File: src/common/pxp_pkg.sv
// constants, codes and types for the parallel pixel port host controller
// assumes a single 20 MHz core clock; all times become cycle counts here
package pxp_pkg;

  // bus width codes, equal to the levels driven on the four straps
  localparam logic [3:0] BUS_W8    = 4'h0;
  localparam logic [3:0] BUS_W9    = 4'h1;
  localparam logic [3:0] BUS_W16   = 4'h2;
  localparam logic [3:0] BUS_W18   = 4'h3;
  localparam logic [3:0] BUS_W24   = 4'h4;
  localparam logic [3:0] BUS_RESET = 4'h0;

  // pixel format parameter values
  localparam logic [2:0] FMT_65K   = 3'h5;
  localparam logic [2:0] FMT_262K  = 3'h6;
  localparam logic [2:0] FMT_16M   = 3'h7;
  localparam logic [2:0] FMT_RESET = 3'h7;

  // command codes the controller tracks
  localparam logic [7:0] CMD_MEM_WRITE  = 8'h2c;
  localparam logic [7:0] CMD_MEM_READ   = 8'h2e;
  localparam logic [7:0] CMD_PIX_FORMAT = 8'h3a;
  localparam logic [7:0] CMD_ST_DA      = 8'hda;
  localparam logic [7:0] CMD_ST_DB      = 8'hdb;
  localparam logic [7:0] CMD_ST_DC      = 8'hdc;
  localparam logic [7:0] CMD_ST_04      = 8'h04;
  localparam logic [7:0] CMD_ST_09      = 8'h09;
  localparam logic [7:0] CMD_ST_LO      = 8'h0a;
  localparam logic [7:0] CMD_ST_HI      = 8'h0f;

  // strobe timing, in ns and in 50 ns core cycles (least times round up)
  localparam int CORE_MHZ     = 20;
  localparam int T_WR_LOW_NS  = 30;
  localparam int T_HOLD_NS    = 30;
  localparam int T_RD_LOW_NS  = 250;
  localparam int WR_LOW_CYC   = (T_WR_LOW_NS * CORE_MHZ + 999) / 1000;
  localparam int HOLD_CYC     = (T_HOLD_NS * CORE_MHZ + 999) / 1000;
  localparam int RD_LOW_CYC   = (T_RD_LOW_NS * CORE_MHZ + 999) / 1000;
  localparam logic [2:0] WR_LOW_LOAD = 3'(WR_LOW_CYC - 1);
  localparam logic [2:0] HOLD_LOAD   = 3'(HOLD_CYC - 1);
  localparam logic [2:0] RD_LOW_LOAD = 3'(RD_LOW_CYC - 1);

  // buffering and bus sizes
  localparam int PIX_W      = 24;
  localparam int BUS_W      = 24;
  localparam int FIFO_DEPTH = 8;

  typedef enum logic [2:0] {
    ST_IDLE  = 3'b000,
    ST_SETUP = 3'b001,
    ST_WLOW  = 3'b010,
    ST_RLOW  = 3'b011,
    ST_HOLD  = 3'b100
  } pxp_state_t;

  typedef enum logic [1:0] {
    MODE_REG = 2'b00,
    MODE_WR  = 2'b01,
    MODE_RD  = 2'b10,
    MODE_FMT = 2'b11
  } pxp_mode_t;

endpackage

File: src/rtl/pxp_host.sv
// host controller for an 8080-style parallel pixel port, with pixel fifo
// assumes one 20 MHz clock; read data from the pins arrives asynchronously
`timescale 1ns/100ps
`default_nettype none

// simple synchronous fifo; depth must be a power of two
module pxp_fifo #(
  parameter int W = 24,
  parameter int D = 8
) (
  input  wire logic         i_core_clk,
  input  wire logic         i_reset,
  input  wire logic         i_valid,
  input  wire logic [W-1:0] i_data,
  output logic              o_ready,
  output logic              o_valid,
  output logic [W-1:0]      o_data,
  input  wire logic         i_ready
);
  localparam int AW = $clog2(D);
  logic [W-1:0]  mem [D];     // storage
  logic [AW-1:0] wptr;        // write pointer, wraps naturally
  logic [AW-1:0] rptr;        // read pointer
  logic [AW:0]   count;       // words held
  logic [AW:0]   next_count;
  wire           push = i_valid && o_ready;
  wire           pop  = o_valid && i_ready;

  assign o_valid    = (count != '0);
  assign o_data     = mem[rptr];
  assign next_count = count + (AW+1)'(push) - (AW+1)'(pop);

  // storage is not reset, only the pointers, count and ready are
  always_ff @(posedge i_core_clk) begin
    if (push) begin
      mem[wptr] <= i_data;
    end
  end

  // pointers, count and a registered full flag for the ready
  always_ff @(posedge i_core_clk or posedge i_reset) begin
    if (i_reset) begin
      wptr    <= '0;
      rptr    <= '0;
      count   <= '0;
      o_ready <= 1'b0;
    end else begin
      wptr    <= wptr + AW'(push);
      rptr    <= rptr + AW'(pop);
      count   <= next_count;
      o_ready <= (next_count != (AW+1)'(D));
    end
  end
endmodule

module pxp_host (
  input  wire logic                       i_core_clk,
  input  wire logic                       i_reset,
  input  wire logic [3:0]                 i_bus_code,
  input  wire logic                       i_cmd_valid,
  input  wire logic                       i_cmd_dc,
  input  wire logic                       i_cmd_read,
  input  wire logic [7:0]                 i_cmd_data,
  output logic                            o_cmd_ready,
  input  wire logic                       i_pix_valid,
  input  wire logic [pxp_pkg::PIX_W-1:0]  i_pix_data,
  output logic                            o_pix_ready,
  output logic                            o_rd_valid,
  output logic [7:0]                      o_rd_data,
  output logic                            o_rd_status,
  output logic                            o_rpix_valid,
  output logic [pxp_pkg::PIX_W-1:0]       o_rpix_data,
  output logic                            o_fmt_error,
  output logic                            o_port_select_n,
  output logic                            o_write_strobe_n,
  output logic                            o_read_strobe_n,
  output logic                            o_data_command_select,
  output logic [pxp_pkg::BUS_W-1:0]       o_data,
  output logic                            o_data_oe,
  input  wire logic [pxp_pkg::BUS_W-1:0]  i_data,
  output logic                            o_bus_select_strap3,
  output logic                            o_bus_select_strap2,
  output logic                            o_bus_select_strap1,
  output logic                            o_bus_select_strap0
);
  import pxp_pkg::*;

  pxp_state_t  state, next_state;   // strobe sequencer
  pxp_mode_t   mode;                // what the last command opened
  logic [2:0]  cnt, next_cnt;       // phase length counter
  logic [1:0]  phase, next_phase;   // transfer index inside a pixel group
  logic [3:0]  width;               // bus width code, mirrors the straps
  logic [2:0]  fmt;                 // current pixel format
  logic [7:0]  last_cmd;            // last command code written
  logic        cur_read;            // transfer in flight is a read
  logic [23:0] pix_a, pix_b;        // pixels held across a group
  logic [23:0] racc, next_racc;     // partial pixel on memory read
  logic [23:0] data_s1, data_s2;    // read data synchroniser
  logic        take_cmd, take_pix;  // transfer start strobes
  logic        rpix_emit;           // a read pixel is complete
  logic [23:0] rpix_word;

  // fifo between the pixel source and the strobe engine
  logic        fifo_valid;
  logic [23:0] fifo_data;
  wire         fifo_pop;

  pxp_fifo #(.W(PIX_W), .D(FIFO_DEPTH)) u_fifo (
    .i_core_clk (i_core_clk),
    .i_reset    (i_reset),
    .i_valid    (i_pix_valid),
    .i_data     (i_pix_data),
    .o_ready    (o_pix_ready),
    .o_valid    (fifo_valid),
    .o_data     (fifo_data),
    .i_ready    (fifo_pop)
  );

  // index of the last transfer in one pixel group, per width and format
  function automatic logic [1:0] wr_last(input logic [3:0] w,
                                         input logic [2:0] f);
    if (w == BUS_W8) wr_last = (f == FMT_65K) ? 2'd1 : 2'd2;
    else if (w == BUS_W9) wr_last = (f == FMT_262K) ? 2'd1 : 2'd2;
    else if (w == BUS_W16) wr_last = (f == FMT_65K) ? 2'd0 : 2'd2;
    else if (w == BUS_W18) wr_last = (f == FMT_16M) ? 2'd2 : 2'd0;
    else wr_last = 2'd0;
  endfunction

  // bus word for one pixel write transfer; x first pixel, y second
  function automatic logic [23:0] pack_word(input logic [3:0]  w,
                                            input logic [2:0]  f,
                                            input logic [1:0]  ph,
                                            input logic [23:0] x,
                                            input logic [23:0] y);
    logic [7:0]  c;
    logic [23:0] w565, w666, two;
    c    = (ph == 2'd0) ? x[23:16] : (ph == 2'd1) ? x[15:8] : x[7:0];
    w565 = {8'h00, x[23:19], x[15:10], x[7:3]};
    w666 = {6'h00, x[23:18], x[15:10], x[7:2]};
    // two pixels in three transfers, 16.7M order R1G1 B1R2 G2B2
    two  = (ph == 2'd0) ? {8'h00, x[23:16], x[15:8]} :
           (ph == 2'd1) ? {8'h00, x[7:0], y[23:16]} :
                          {8'h00, y[15:8], y[7:0]};
    case (w)
      BUS_W8: begin
        if (f == FMT_65K)
          pack_word = (ph == 2'd0) ? {16'h0000, x[23:19], x[15:13]}
                                   : {16'h0000, x[12:10], x[7:3]};
        else if (f == FMT_262K)
          pack_word = {16'h0000, c[7:2], 2'b00};
        else
          pack_word = {16'h0000, c};
      end
      BUS_W9: begin
        if (f == FMT_262K)
          pack_word = (ph == 2'd0) ? {15'h0000, x[23:18], x[15:13]}
                                   : {15'h0000, x[12:10], x[7:2]};
        else
          pack_word = {15'h0000, c, 1'b0};
      end
      BUS_W16: begin
        if (f == FMT_65K)
          pack_word = w565;
        else if (f == FMT_262K)
          pack_word = (ph == 2'd0) ?
              {8'h00, x[23:18], 2'b00, x[15:10], 2'b00} :
            (ph == 2'd1) ? {8'h00, x[7:2], 2'b00, y[23:18], 2'b00} :
                           {8'h00, y[15:10], 2'b00, y[7:2], 2'b00};
        else
          pack_word = two;
      end
      BUS_W18: begin
        if (f == FMT_65K) pack_word = w565;
        else if (f == FMT_262K) pack_word = w666;
        else pack_word = two;
      end
      default: begin
        if (f == FMT_65K) pack_word = w565;
        else if (f == FMT_262K) pack_word = w666;
        else pack_word = {x[23:17], x[15:8], x[16], x[7:0]};
      end
    endcase
  endfunction

  // register and status read codes
  function automatic logic is_status(input logic [7:0] c);
    is_status = (c == CMD_ST_DA) || (c == CMD_ST_DB) || (c == CMD_ST_DC) ||
                (c == CMD_ST_04) || (c == CMD_ST_09) ||
                ((c >= CMD_ST_LO) && (c <= CMD_ST_HI));
  endfunction

  // decode of the pixel engine
  wire       two_px   = ((width == BUS_W16) && (fmt != FMT_65K)) ||
                        ((width == BUS_W18) && (fmt == FMT_16M));
  wire [1:0] wlast    = wr_last(width, fmt);
  wire [1:0] rlast    = (width == BUS_W24) ? 2'd0 : 2'd2;
  wire       need_pop = (phase == 2'd0) || ((phase == 2'd1) && two_px);
  // 65K has no 9-bit packing; unknown codes are refused the same way
  wire       fmt_bad  = ((width == BUS_W9) && (fmt == FMT_65K)) ||
                        (fmt < FMT_65K);
  wire       pix_go   = (mode == MODE_WR) && !fmt_bad &&
                        (fifo_valid || !need_pop);
  wire       rd_done  = (state == ST_RLOW) && (cnt == 3'd0);
  wire [23:0] px_x    = (phase == 2'd0) ? fifo_data : pix_a;
  wire [23:0] px_y    = (phase == 2'd1) ? fifo_data : pix_b;
  wire [23:0] pix_word = pack_word(width, fmt, phase, px_x, px_y);
  wire [23:0] cmd_word = {16'h0000, i_cmd_data};
  wire [7:0]  rd_comp  = (width == BUS_W9) ? data_s2[8:1]
                                           : data_s2[7:0];
  wire        next_read = take_cmd ? i_cmd_read :
                          take_pix ? 1'b0 : cur_read;
  assign fifo_pop = take_pix && need_pop;

  // strobe sequencer: setup, strobe low, hold with strobe high
  always_comb begin
    next_state = state;
    next_cnt   = cnt;
    take_cmd   = 1'b0;
    take_pix   = 1'b0;
    case (state)
      ST_IDLE: begin
        if (i_cmd_valid && o_cmd_ready) begin
          take_cmd   = 1'b1;
          next_state = ST_SETUP;
        end else if (pix_go) begin
          take_pix   = 1'b1;
          next_state = ST_SETUP;
        end
      end
      ST_SETUP: begin
        next_state = cur_read ? ST_RLOW : ST_WLOW;
        next_cnt   = cur_read ? RD_LOW_LOAD : WR_LOW_LOAD;
      end
      ST_WLOW, ST_RLOW: begin
        if (cnt == 3'd0) begin
          next_state = ST_HOLD;
          next_cnt   = HOLD_LOAD;
        end else begin
          next_cnt = cnt - 3'd1;
        end
      end
      ST_HOLD: begin
        if (cnt == 3'd0) next_state = ST_IDLE;
        else next_cnt = cnt - 3'd1;
      end
      default: next_state = ST_IDLE;
    endcase
  end

  // group phase: commands restart it, pixels and memory reads advance it
  always_comb begin
    next_phase = phase;
    if (take_cmd && !i_cmd_dc && !i_cmd_read)
      next_phase = 2'd0;
    else if (take_pix)
      next_phase = (phase == wlast) ? 2'd0 : phase + 2'd1;
    else if (rd_done && (mode == MODE_RD))
      next_phase = (phase == rlast) ? 2'd0 : phase + 2'd1;
  end

  // memory read unpacking into 8-8-8 pixels
  always_comb begin
    next_racc = racc;
    rpix_emit = 1'b0;
    rpix_word = racc;
    if (width == BUS_W24) begin
      rpix_emit = 1'b1;
      rpix_word = {data_s2[23:17], data_s2[8], data_s2[16:9], data_s2[7:0]};
    end else if ((width == BUS_W16) || (width == BUS_W18)) begin
      if (phase == 2'd0) begin
        next_racc = {data_s2[15:0], 8'h00};
      end else if (phase == 2'd1) begin
        rpix_emit = 1'b1;
        rpix_word = {racc[23:8], data_s2[15:8]};
        next_racc = {data_s2[7:0], 16'h0000};
      end else begin
        rpix_emit = 1'b1;
        rpix_word = {racc[23:16], data_s2[15:0]};
      end
    end else begin
      if (phase == 2'd0) next_racc = {rd_comp, racc[15:0]};
      else if (phase == 2'd1) next_racc = {racc[23:16], rd_comp, racc[7:0]};
      else begin
        rpix_emit = 1'b1;
        rpix_word = {racc[23:8], rd_comp};
      end
    end
  end

  // read data comes from another chip: two flops before any use
  always_ff @(posedge i_core_clk or posedge i_reset) begin
    if (i_reset) begin
      data_s1 <= '0;
      data_s2 <= '0;
    end else begin
      data_s1 <= i_data;
      data_s2 <= data_s1;
    end
  end

  // sequencer state
  always_ff @(posedge i_core_clk or posedge i_reset) begin
    if (i_reset) begin
      state       <= ST_IDLE;
      cnt         <= 3'd0;
      phase       <= 2'd0;
      cur_read    <= 1'b0;
      o_cmd_ready <= 1'b0;
    end else begin
      state       <= next_state;
      cnt         <= next_cnt;
      phase       <= next_phase;
      cur_read    <= next_read;
      // commands wait until a pixel group is finished; a memory read
      // group stays open, since each of its reads is itself a request
      o_cmd_ready <= (next_state == ST_IDLE) &&
                     ((next_phase == 2'd0) || (mode == MODE_RD));
    end
  end

  // pins: select frames the strobe, data set up before it falls
  always_ff @(posedge i_core_clk or posedge i_reset) begin
    if (i_reset) begin
      o_port_select_n       <= 1'b1;
      o_write_strobe_n      <= 1'b1;
      o_read_strobe_n       <= 1'b1;
      o_data_command_select <= 1'b1;
      o_data_oe             <= 1'b0;
    end else begin
      o_port_select_n  <= (next_state == ST_IDLE);
      o_write_strobe_n <= (next_state != ST_WLOW);
      o_read_strobe_n  <= (next_state != ST_RLOW);
      o_data_oe        <= (next_state != ST_IDLE) && !next_read;
      if (take_cmd) o_data_command_select <= i_cmd_dc;
      else if (take_pix) o_data_command_select <= 1'b1;
    end
  end

  // data bus word; unused lines stay low
  always_ff @(posedge i_core_clk or posedge i_reset) begin
    if (i_reset) o_data <= '0;
    else if (take_cmd) o_data <= cmd_word;
    else if (take_pix) o_data <= pix_word;
  end

  // straps and pixel format tracking
  always_ff @(posedge i_core_clk or posedge i_reset) begin
    if (i_reset) begin
      width       <= BUS_RESET;
      fmt         <= FMT_RESET;
      o_fmt_error <= 1'b0;
    end else begin
      width       <= i_bus_code;
      o_fmt_error <= fmt_bad;
      if (take_cmd && i_cmd_dc && !i_cmd_read && (mode == MODE_FMT))
        fmt <= i_cmd_data[2:0];
    end
  end
  assign {o_bus_select_strap3, o_bus_select_strap2,
          o_bus_select_strap1, o_bus_select_strap0} = width;

  // command tracking
  always_ff @(posedge i_core_clk or posedge i_reset) begin
    if (i_reset) begin
      mode     <= MODE_REG;
      last_cmd <= 8'h00;
    end else if (take_cmd && !i_cmd_dc && !i_cmd_read) begin
      last_cmd <= i_cmd_data;
      if (i_cmd_data == CMD_MEM_WRITE) mode <= MODE_WR;
      else if (i_cmd_data == CMD_MEM_READ) mode <= MODE_RD;
      else if (i_cmd_data == CMD_PIX_FORMAT) mode <= MODE_FMT;
      else mode <= MODE_REG;
    end else if (take_cmd && (mode == MODE_FMT)) begin
      mode <= MODE_REG;
    end
  end

  // pixels held across a group
  always_ff @(posedge i_core_clk or posedge i_reset) begin
    if (i_reset) begin
      pix_a <= '0;
      pix_b <= '0;
    end else if (fifo_pop) begin
      if (phase == 2'd0) pix_a <= fifo_data;
      else pix_b <= fifo_data;
    end
  end

  // read capture at the rising edge of the read strobe
  always_ff @(posedge i_core_clk or posedge i_reset) begin
    if (i_reset) begin
      o_rd_valid   <= 1'b0;
      o_rd_data    <= 8'h00;
      o_rd_status  <= 1'b0;
      o_rpix_valid <= 1'b0;
      o_rpix_data  <= '0;
      racc         <= '0;
    end else begin
      o_rd_valid   <= rd_done && (mode != MODE_RD);
      o_rpix_valid <= rd_done && (mode == MODE_RD) && rpix_emit;
      if (rd_done && (mode != MODE_RD)) begin
        o_rd_data   <= data_s2[7:0];
        o_rd_status <= is_status(last_cmd);
      end
      if (rd_done && (mode == MODE_RD)) begin
        racc <= next_racc;
        if (rpix_emit) o_rpix_data <= rpix_word;
      end
    end
  end

  // checks on the pin protocol and the packing
  AST_CMD_LOW8: assert property (@(posedge i_core_clk) disable iff (i_reset)
    (!o_write_strobe_n && !o_data_command_select) |-> (o_data[23:8] == 16'h0))
    else $error("command drove lines above 7");
  AST_WR_FRAME: assert property (@(posedge i_core_clk) disable iff (i_reset)
    $fell(o_write_strobe_n) |-> o_read_strobe_n && o_data_oe &&
    $stable(o_data_command_select) && $stable(o_data))
    else $error("write strobe fell without stable setup");
  AST_RD_LOW: assert property (@(posedge i_core_clk) disable iff (i_reset)
    $fell(o_read_strobe_n) |-> (!o_read_strobe_n && !o_data_oe) [*5]
    ##1 o_read_strobe_n)
    else $error("read strobe low time wrong");
  AST_RD_CAPTURE: assert property (@(posedge i_core_clk) disable iff (i_reset)
    ($rose(o_read_strobe_n) && (mode != MODE_RD)) |->
    o_rd_valid && (o_rd_data == $past(data_s2[7:0])))
    else $error("read data not captured at strobe rise");
  AST_SELECT: assert property (@(posedge i_core_clk) disable iff (i_reset)
    (!o_write_strobe_n || !o_read_strobe_n) |-> !o_port_select_n)
    else $error("strobe outside port select");
  AST_STRAPS: assert property (@(posedge i_core_clk) disable iff (i_reset)
    1'b1 |=> ({o_bus_select_strap3, o_bus_select_strap2, o_bus_select_strap1,
               o_bus_select_strap0} == $past(i_bus_code)))
    else $error("straps do not follow width code");
  AST_P262_W8: assert property (@(posedge i_core_clk) disable iff (i_reset)
    ($fell(o_write_strobe_n) && $past(take_pix, 2) && (width == BUS_W8) &&
     (fmt == FMT_262K)) |-> (o_data[1:0] == 2'b00) &&
     (o_data[23:8] == 16'h0))
    else $error("262K byte uses lines 1..0");
  AST_WIDE565: assert property (@(posedge i_core_clk) disable iff (i_reset)
    (!o_write_strobe_n && (mode == MODE_WR) && (fmt == FMT_65K) &&
     (width >= BUS_W16)) |-> (o_data[23:16] == 8'h00))
    else $error("65K word above line 15");
  AST_GROUP_HOLD: assert property (@(posedge i_core_clk) disable iff (i_reset)
    (i_cmd_valid && (phase != 2'd0) && (mode == MODE_WR)) |-> !o_cmd_ready)
    else $error("command accepted inside pixel group");
  AST_FMT_SET: assert property (@(posedge i_core_clk) disable iff (i_reset)
    (take_cmd && i_cmd_dc && !i_cmd_read && (mode == MODE_FMT)) |=>
    (fmt == $past(i_cmd_data[2:0])) && (mode == MODE_REG))
    else $error("format parameter not taken");

  COV_PIX_WRITE: cover property (@(posedge i_core_clk)
    (mode == MODE_WR) && $fell(o_write_strobe_n));
  COV_STATUS_READ: cover property (@(posedge i_core_clk)
    o_rd_valid && o_rd_status);
  COV_MEM_READ: cover property (@(posedge i_core_clk) o_rpix_valid);
  COV_FIFO_FULL: cover property (@(posedge i_core_clk) !o_pix_ready);
endmodule
`default_nettype wire

File: config.mk
export PLATFORM = sky130hd
export DESIGN_NAME = pxp_host
export DESIGN_NICKNAME = d
export VERILOG_FILES = /design/src/common/pxp_pkg.sv /design/src/rtl/pxp_host.sv
export SDC_FILE = /design/constraint.sdc
export NUM_CORES = 1
export LEC_CHECK = 0
export ABC_AREA = 1
export ABC_CLOCK_PERIOD_IN_PS = 15400
export BUFFER_PORTS_ARGS = -buffer_cell sky130_fd_sc_hd__buf_4
export CORE_ASPECT_RATIO = 0.75
export CORE_UTILIZATION = 40
export DETAILED_ROUTE_END_ITERATION = 10
export SLEW_MARGIN = 20
export SYNTH_ARGS = -nofsm -noshare
export SYNTH_HDL_FRONTEND = slang
export SYNTH_SLANG_ARGS = --single-unit
File: constraint.sdc
create_clock -name i_core_clk -period 15.4 [get_ports i_core_clk]
set_input_delay 1.54 -clock i_core_clk [delete_from_list [all_inputs] [get_ports i_core_clk]]
set_output_delay 1.54 -clock i_core_clk [all_outputs]
set_load 0.005 [all_outputs]
==> flow_summary.toml, run 1 <==
[floorplan]
core_um2 = 43800
start_util = 0.409
num_rows = 66
die_w_um = 246
io_pins = 137
die_h_um = 185
die_area_um2 = 45600

[synth]
synth_ff_type = "dfrtp_1"
synth_cells = 1947
synth_edf_count = 192
synth.distinct_cells = 47
async_reset_ff_frac = 0.519
synth_top_area_cell = "edfxtp_1"
syn-cell-area_um2 = 17900
synth_top_area_share = 0.322
synth_nets = 2027
synth.top_cells.by_count = "nand2_1 (515), nor2_1 (245), dfrtp_1 (200), edfxtp_1 (192), o21ai_0 (164)"
ys_seq_elements = 399
synth.avg_cell_area_um2 = 9.19
synth.most_common_cell = "nand2_1"
synth_warnings = 0
ys_seq_area_frac = 0.612
synth_area_leaders = "edfxtp_1 (32%), dfrtp_1 (28%), nand2_1 (11%)"

[sta]
setup_viol_count_final = 0
holdWs_ps = 345
clock.fmax_ghz = 0.190
fin_skew_ps = 13.6
worstMarginPinSlew_ps = 1040
grt_setup_unrepaired = "false"
setup_tns_ps = 0
fin_crit_sh = 0.342
drv_slew = 0
fin_crit_ps = 5260
slew_headroom = 0.305
report.final.hold_viol_count = 0

[final_layout]
fin_util = 0.473
nNetsFinal = 2131
area_delta_synth_final_pct = 15.6
n_antenna_cell = 0
layoutNonFillerInstCount = 2659
drive_gt1_frac = 0.123
stdcell_area_um2 = 20700

[detailed_routing]
dr.pass1.iters = 6
route.detailed.drc = 0
drt-total-wl_um = 50500
wl_per_cell_um = 19.0
ant_nets = 0
viasPerCell = 5.25
drtIter0Drc = 1445
via_count = 14000

[hold_path]
hp-start = "data_s1[16]"
hold_path.class = "reg -> reg"

[global_route]
grt_usage = 0.225
gr-total-overflow = 0
antenna_found_initial = 1
grt_first_pass_wirelength_um = 78800
grt_pass1_vias = 13500
grt_max_degree = 131

[flow_run]
maxCapViolCount = 0

[setup_path]
crit_type = "reg -> reg"
critPathMaxFanout = 44
r2r-start = "phase[0]"
cp-start-kind = "flop"
cp.arrival_ps = 5680
cp.required_ps = 15820
critPathLaunch = "phase[0]"
cp-end-kind = "flop"

[placed_design]
dp.cells = 2586
io_buffers = 136
placed_cell_area_um2 = 19400
dp_hpwl_um = 33800
place_congestion = 1.01

[clock_network]
insertion_delay_ps = 540
clk_pin_slew_ps = 60
cts_buffers = 41
cts.path.max_buffers = 3
cts.sinks = 399
post_cts_resized = 0
hold_buffers = 0
cts_tree = "done"
cts_setup_buffers = 0
cts_root_buf = "clkbuf_16"
cts_max_level = 2

[outcome]
status = "finished clean"

[power_and_ir_drop]
peakVddDrop_v = 0.000106
p_leak_uw = 0.00922
power_density_nw_per_um2 = 117
-- layer usage --
| metal | up-vias | GRT usage | share of wire | routed length (um) |
|---|---|---|---|---|
| met2 | 479 | 0.332 | 0.43 | 21700 |
| met5 | - | 0 | 0 | 0 |
| met3 | 74 | 0.0459 | 0.074 | 3760 |
| met4 | 0 | 0.0544 | 0.019 | 970 |
| li1 | 6663 | - | - | - |
| met1 | 6745 | 0.338 | 0.48 | 24000 |
-- stage by stage --
stage	power (uW)	setup WS, ps
after floorplan	1380	8220
after global placement	1470	10350
after detailed placement	1480	10210
after CTS	2440	10200
after global routing	2510	9640
final	2410	10140
-- registers in the layout (all words and copies together), names as in the netlist, 2 cells and up --
register / cells
data_s2: 24
u_fifo.count: 4
u_fifo.rptr: 3
o_rpix_data: 24
pix_b: 16
u_fifo.mem: 192
state: 3
fmt: 3
o_rd_data: 8
pix_a: 24
width: 4
u_fifo.wptr: 3
mode: 2
last_cmd: 8
o_data: 24
racc: 16
cnt: 3
phase: 2
data_s1: 24
-- worst max-delay path, stage by stage (launching register included) --
cell	delay, ps
dfrtp_1	400
inv_1	190
ha_1	180
buf_4	420
clkinv_1	870
nand3_1	350
nand3_2	140
nand3_4	230
inv_2	120
nand2_2	440
inv_2	340
ha_1	370
inv_1	60
ha_1	160
inv_1	60
fa_1	490
inv_1	50
nor3_1	160
nand2_1	70
-- power by group --
part | internal (uW) | total (uW) | leakage (uW) | switching, uW
logic | 59.1 | 209 | 0.00422 | 150
registers | 1220 | 1240 | 0.00438 | 25.1
clock network | 551 | 962 | 0.000624 | 411
total | 1830 | 2410 | 0.00922 | 586
-- placed cells by master (no fill, tap or decap), drive strengths merged --
| cell type | instances |
|---|---|
| buf | 151 |
| a22oi | 8 |
| bufinv | 1 |
| nor4 | 6 |
| nor3 | 5 |
| nand4 | 3 |
| edfxtp | 192 |
| a211oi | 1 |
| and2 | 1 |
| o211ai | 28 |
| o22a | 2 |
| or2 | 3 |
| o21ai | 178 |
| mux2 | 1 |
| xnor2 | 3 |
| clkinvlp | 2 |
| a31oi | 12 |
| inv | 161 |
| a221oi | 1 |
| nand3 | 152 |
| a21boi | 3 |
| xor2 | 2 |
| o221ai | 1 |
| nand2 | 517 |
| o21a | 2 |
| dfrtp | 200 |
| ha | 13 |
| dfstp | 7 |
| a21oi | 87 |
| nor2 | 250 |
| o22ai | 16 |
| clkbuf | 61 |
| clkinv | 10 |
| fa | 1 |
-- path summary, 6_finish.rpt --
check / slack [ps] / to / cells past startpoint
max reg2reg: 10140 / u_fifo.o_ready / 18
min in group asynchronous: 1170 / o_rpix_data[16] / 2
min reg2reg: 340 / data_s2[16] / 0
max: 10140 / u_fifo.o_ready / 18
max in group asynchronous: 12720 / data_s1[7] / 3
min: 340 / data_s2[16] / 0
-- cell type report --
cell class,instances,area (um2)
timing repair buffer,151,1130
clock buffer,61,1180
clock inverter,12,106
fill,4134,23100
multi-input combinational,1296,5970
sequential,399,11000
inverter,162,616
tap,578,723
-- kinds of logic (layout without fill, tap and decap cells) --
group | count (synthesis) | after routing | synth area share
AO/OA/AOI/OAI | 339 | 339 | 0.105
flip-flops | 399 | 399 | 0.612
AND/OR/NAND/NOR | 937 | 937 | 0.213
adder cells (fa/ha/maj) | 14 | 14 | 0.0102
buffers and inverters | 252 | 386 | 0.0569
multiplexers | 1 | 1 | 0.000629
XOR/XNOR | 5 | 5 | 0.00245
Power figures use the tool's default switching activity.
==> run 2: changes to the inputs <==
- ABC_CLOCK_PERIOD_IN_PS: 15400 -> 4550
- clock period: 15.4 -> 4.55 ns (I/O delays scaled with it)
==> run 2 against run 1 <==
Compared with the run above: flip-flop and latch count is the same; register-to-register slack got worse by 9400 ps; critical path type unchanged; die area did not move; largest cell class unchanged; cell count up 1.5%.
==> flow_summary.toml, run 2 (synthesis results as in run 1) <==
[setup_path]
reg2reg_slack_ps = 770
cp-start-kind = "flop"
r2r_cells = 17
cp-end-kind = "flop"
cp.arrival_ps = 4200
r2r-end = "u_fifo.o_ready"
r2r-start = "phase[0]"
crit_type = "reg -> reg"
cp.required_ps = 4970
critPathMaxFanout = 24

[sta]
clock.fmax_ghz = 0.264
report.final.hold_viol_count = 0
setup_viol_count_final = 0
fin_crit_sh = 0.831
fin_skew_ps = 22.0
slew_headroom = 0.322
grt_setup_unrepaired = "false"
fin_crit_ps = 3780
worstMarginPinSlew_ps = 1010
drv_slew = 0
setup_tns_ps = 0

[floorplan]
core_um2 = 43800
die_h_um = 185
io_pins = 137
die_area_um2 = 45600
die_w_um = 246
start_util = 0.409
num_rows = 66

[final_layout]
n_antenna_cell = 0
nNetsFinal = 2170
register_area_um2 = 11000
largest_reg_flops = 192
multi_input_area_um2 = 5970
final_common_cell = "nand2_1"
area_delta_synth_final_pct = 18.3
top_register = "u_fifo.mem"
nFillCells = 4094
drive_gt1_frac = 0.131
final_cell_mix = "nand2_1 (515), nor2_1 (236), dfrtp_1 (199)"

[clock_network]
cts.sinks = 399
insertion_delay_ps = 560
cts_buffers = 40
cts_max_level = 2
cts_root_buf = "clkbuf_16"
post_cts_resized = 0
cts_tree = "done"
cts_setup_buffers = 0
clk_pin_slew_ps = 70
hold_buffers = 26
cts.path.max_buffers = 3

[power_and_ir_drop]
power_density_nw_per_um2 = 396
p_leak_uw = 0.00945
peakVddDrop_v = 0.000262
total_power_uw = 8370

[flow_run]
maxCapViolCount = 0

[global_route]
grt_usage = 0.223
gr-total-overflow = 0
antenna_found_initial = 1
grt_max_degree = 130
grt_first_pass_wirelength_um = 78500
grt_pass1_vias = 13500

[hold_path]
min_to = "width[0]"
hold_path.class = "in -> reg"
hold_path_depth = 1
hp-start = "i_bus_code[0]"

[detailed_routing]
drt-total-wl_um = 50500
route.detailed.drc = 0
ant_nets = 0
wl_met1_um = 23600
dr.pass1.iters = 6
wl_met2_um = 22500
dr.max_layer_used = "met5"
wl_per_cell_um = 18.7
viasPerCell = 5.21
via_count = 14100
met3_length_um = 3530
drtIter0Drc = 1524

[placed_design]
io_buffers = 136
place_congestion = 0.953
dp_hpwl_um = 33100

[outcome]
status = "finished clean"
==> run 2: cell types whose count changed in the layout (fill, tap and decap cells not counted), sizes merged <==
cell	previous run	this run
bufinv	1	4
dlygate4sd3	0	27
clkbuf	61	53
buf	151	164
inv	161	156
clkinv	10	20
==> run 2: metal layers <==
layer | up-vias | track usage
met4 | 2 | 0.0460
met3 | 77 | 0.0393
met2 | 491 | 0.341
met1 | 6743 | 0.331
li1 | 6752 | -
met5 | - | 0
==> run 2: worst max-delay path, cell delays in order, from the launching register on <==
cell and delay [ps]:
dfrtp_1 390, inv_1 140, ha_1 390, nor2_2 160
inv_1 140, nand3_2 140, nand3_4 240, inv_2 200
nand2_2 80, inv_2 360, ha_1 330, inv_1 60
ha_1 150, inv_1 60, fa_1 500, inv_1 60
nor3_1 170, nand2_1 80
==> run 2: power breakdown <==
part | leakage, uW | switching [uW] | internal, uW
registers | 0.00438 | 84.4 | 4120
logic | 0.00439 | 518 | 216
clock network | 0.000683 | 1430 | 2010
total | 0.00945 | 2030 | 6340
==> run 2: final cells by class <==
type / instances / share of cell area
flip-flops and latches: 399 / 0.518
multi-input cells: 1296 / 0.282
repair buffers: 191 / 0.0716
clock buffers: 53 / 0.0539
well taps: 578 / 0.0342
inverters: 162 / 0.0289
clock inverters: 20 / 0.0114
==> run 2: worst max path at each step <==
| stage | slack [ps] | end | cells past startpoint | from |
|---|---|---|---|---|
| 3_3_place_gp | 950 | u_fifo.o_ready | 18 | fmt[0] |
| 4_1_cts | 820 | u_fifo.o_ready | 17 | phase[0] |
| 2_1_floorplan | 1220 | u_fifo.o_ready | 20 | phase[0] |
| 5_1_grt | 500 | u_fifo.o_ready | 18 | fmt[0] |
| 6_report | 770 | u_fifo.o_ready | 17 | phase[0] |
| 3_5_place_dp | 860 | u_fifo.o_ready | 17 | phase[0] |
==> run 2: through the flow <==
stage	std cells	cell area [um2]	worst slack, ps	utilization	hold WS, ps
finish	2699	21200	768	0.483	18.1
global route	2699	21200	499	0.483	2.52
CTS	2698	21100	822	0.483	1.84
detailed placement	2599	19500	855	0.446	335
global placement	2599	19500	951	0.446	331
floorplan	1947	17900	1220	-	331
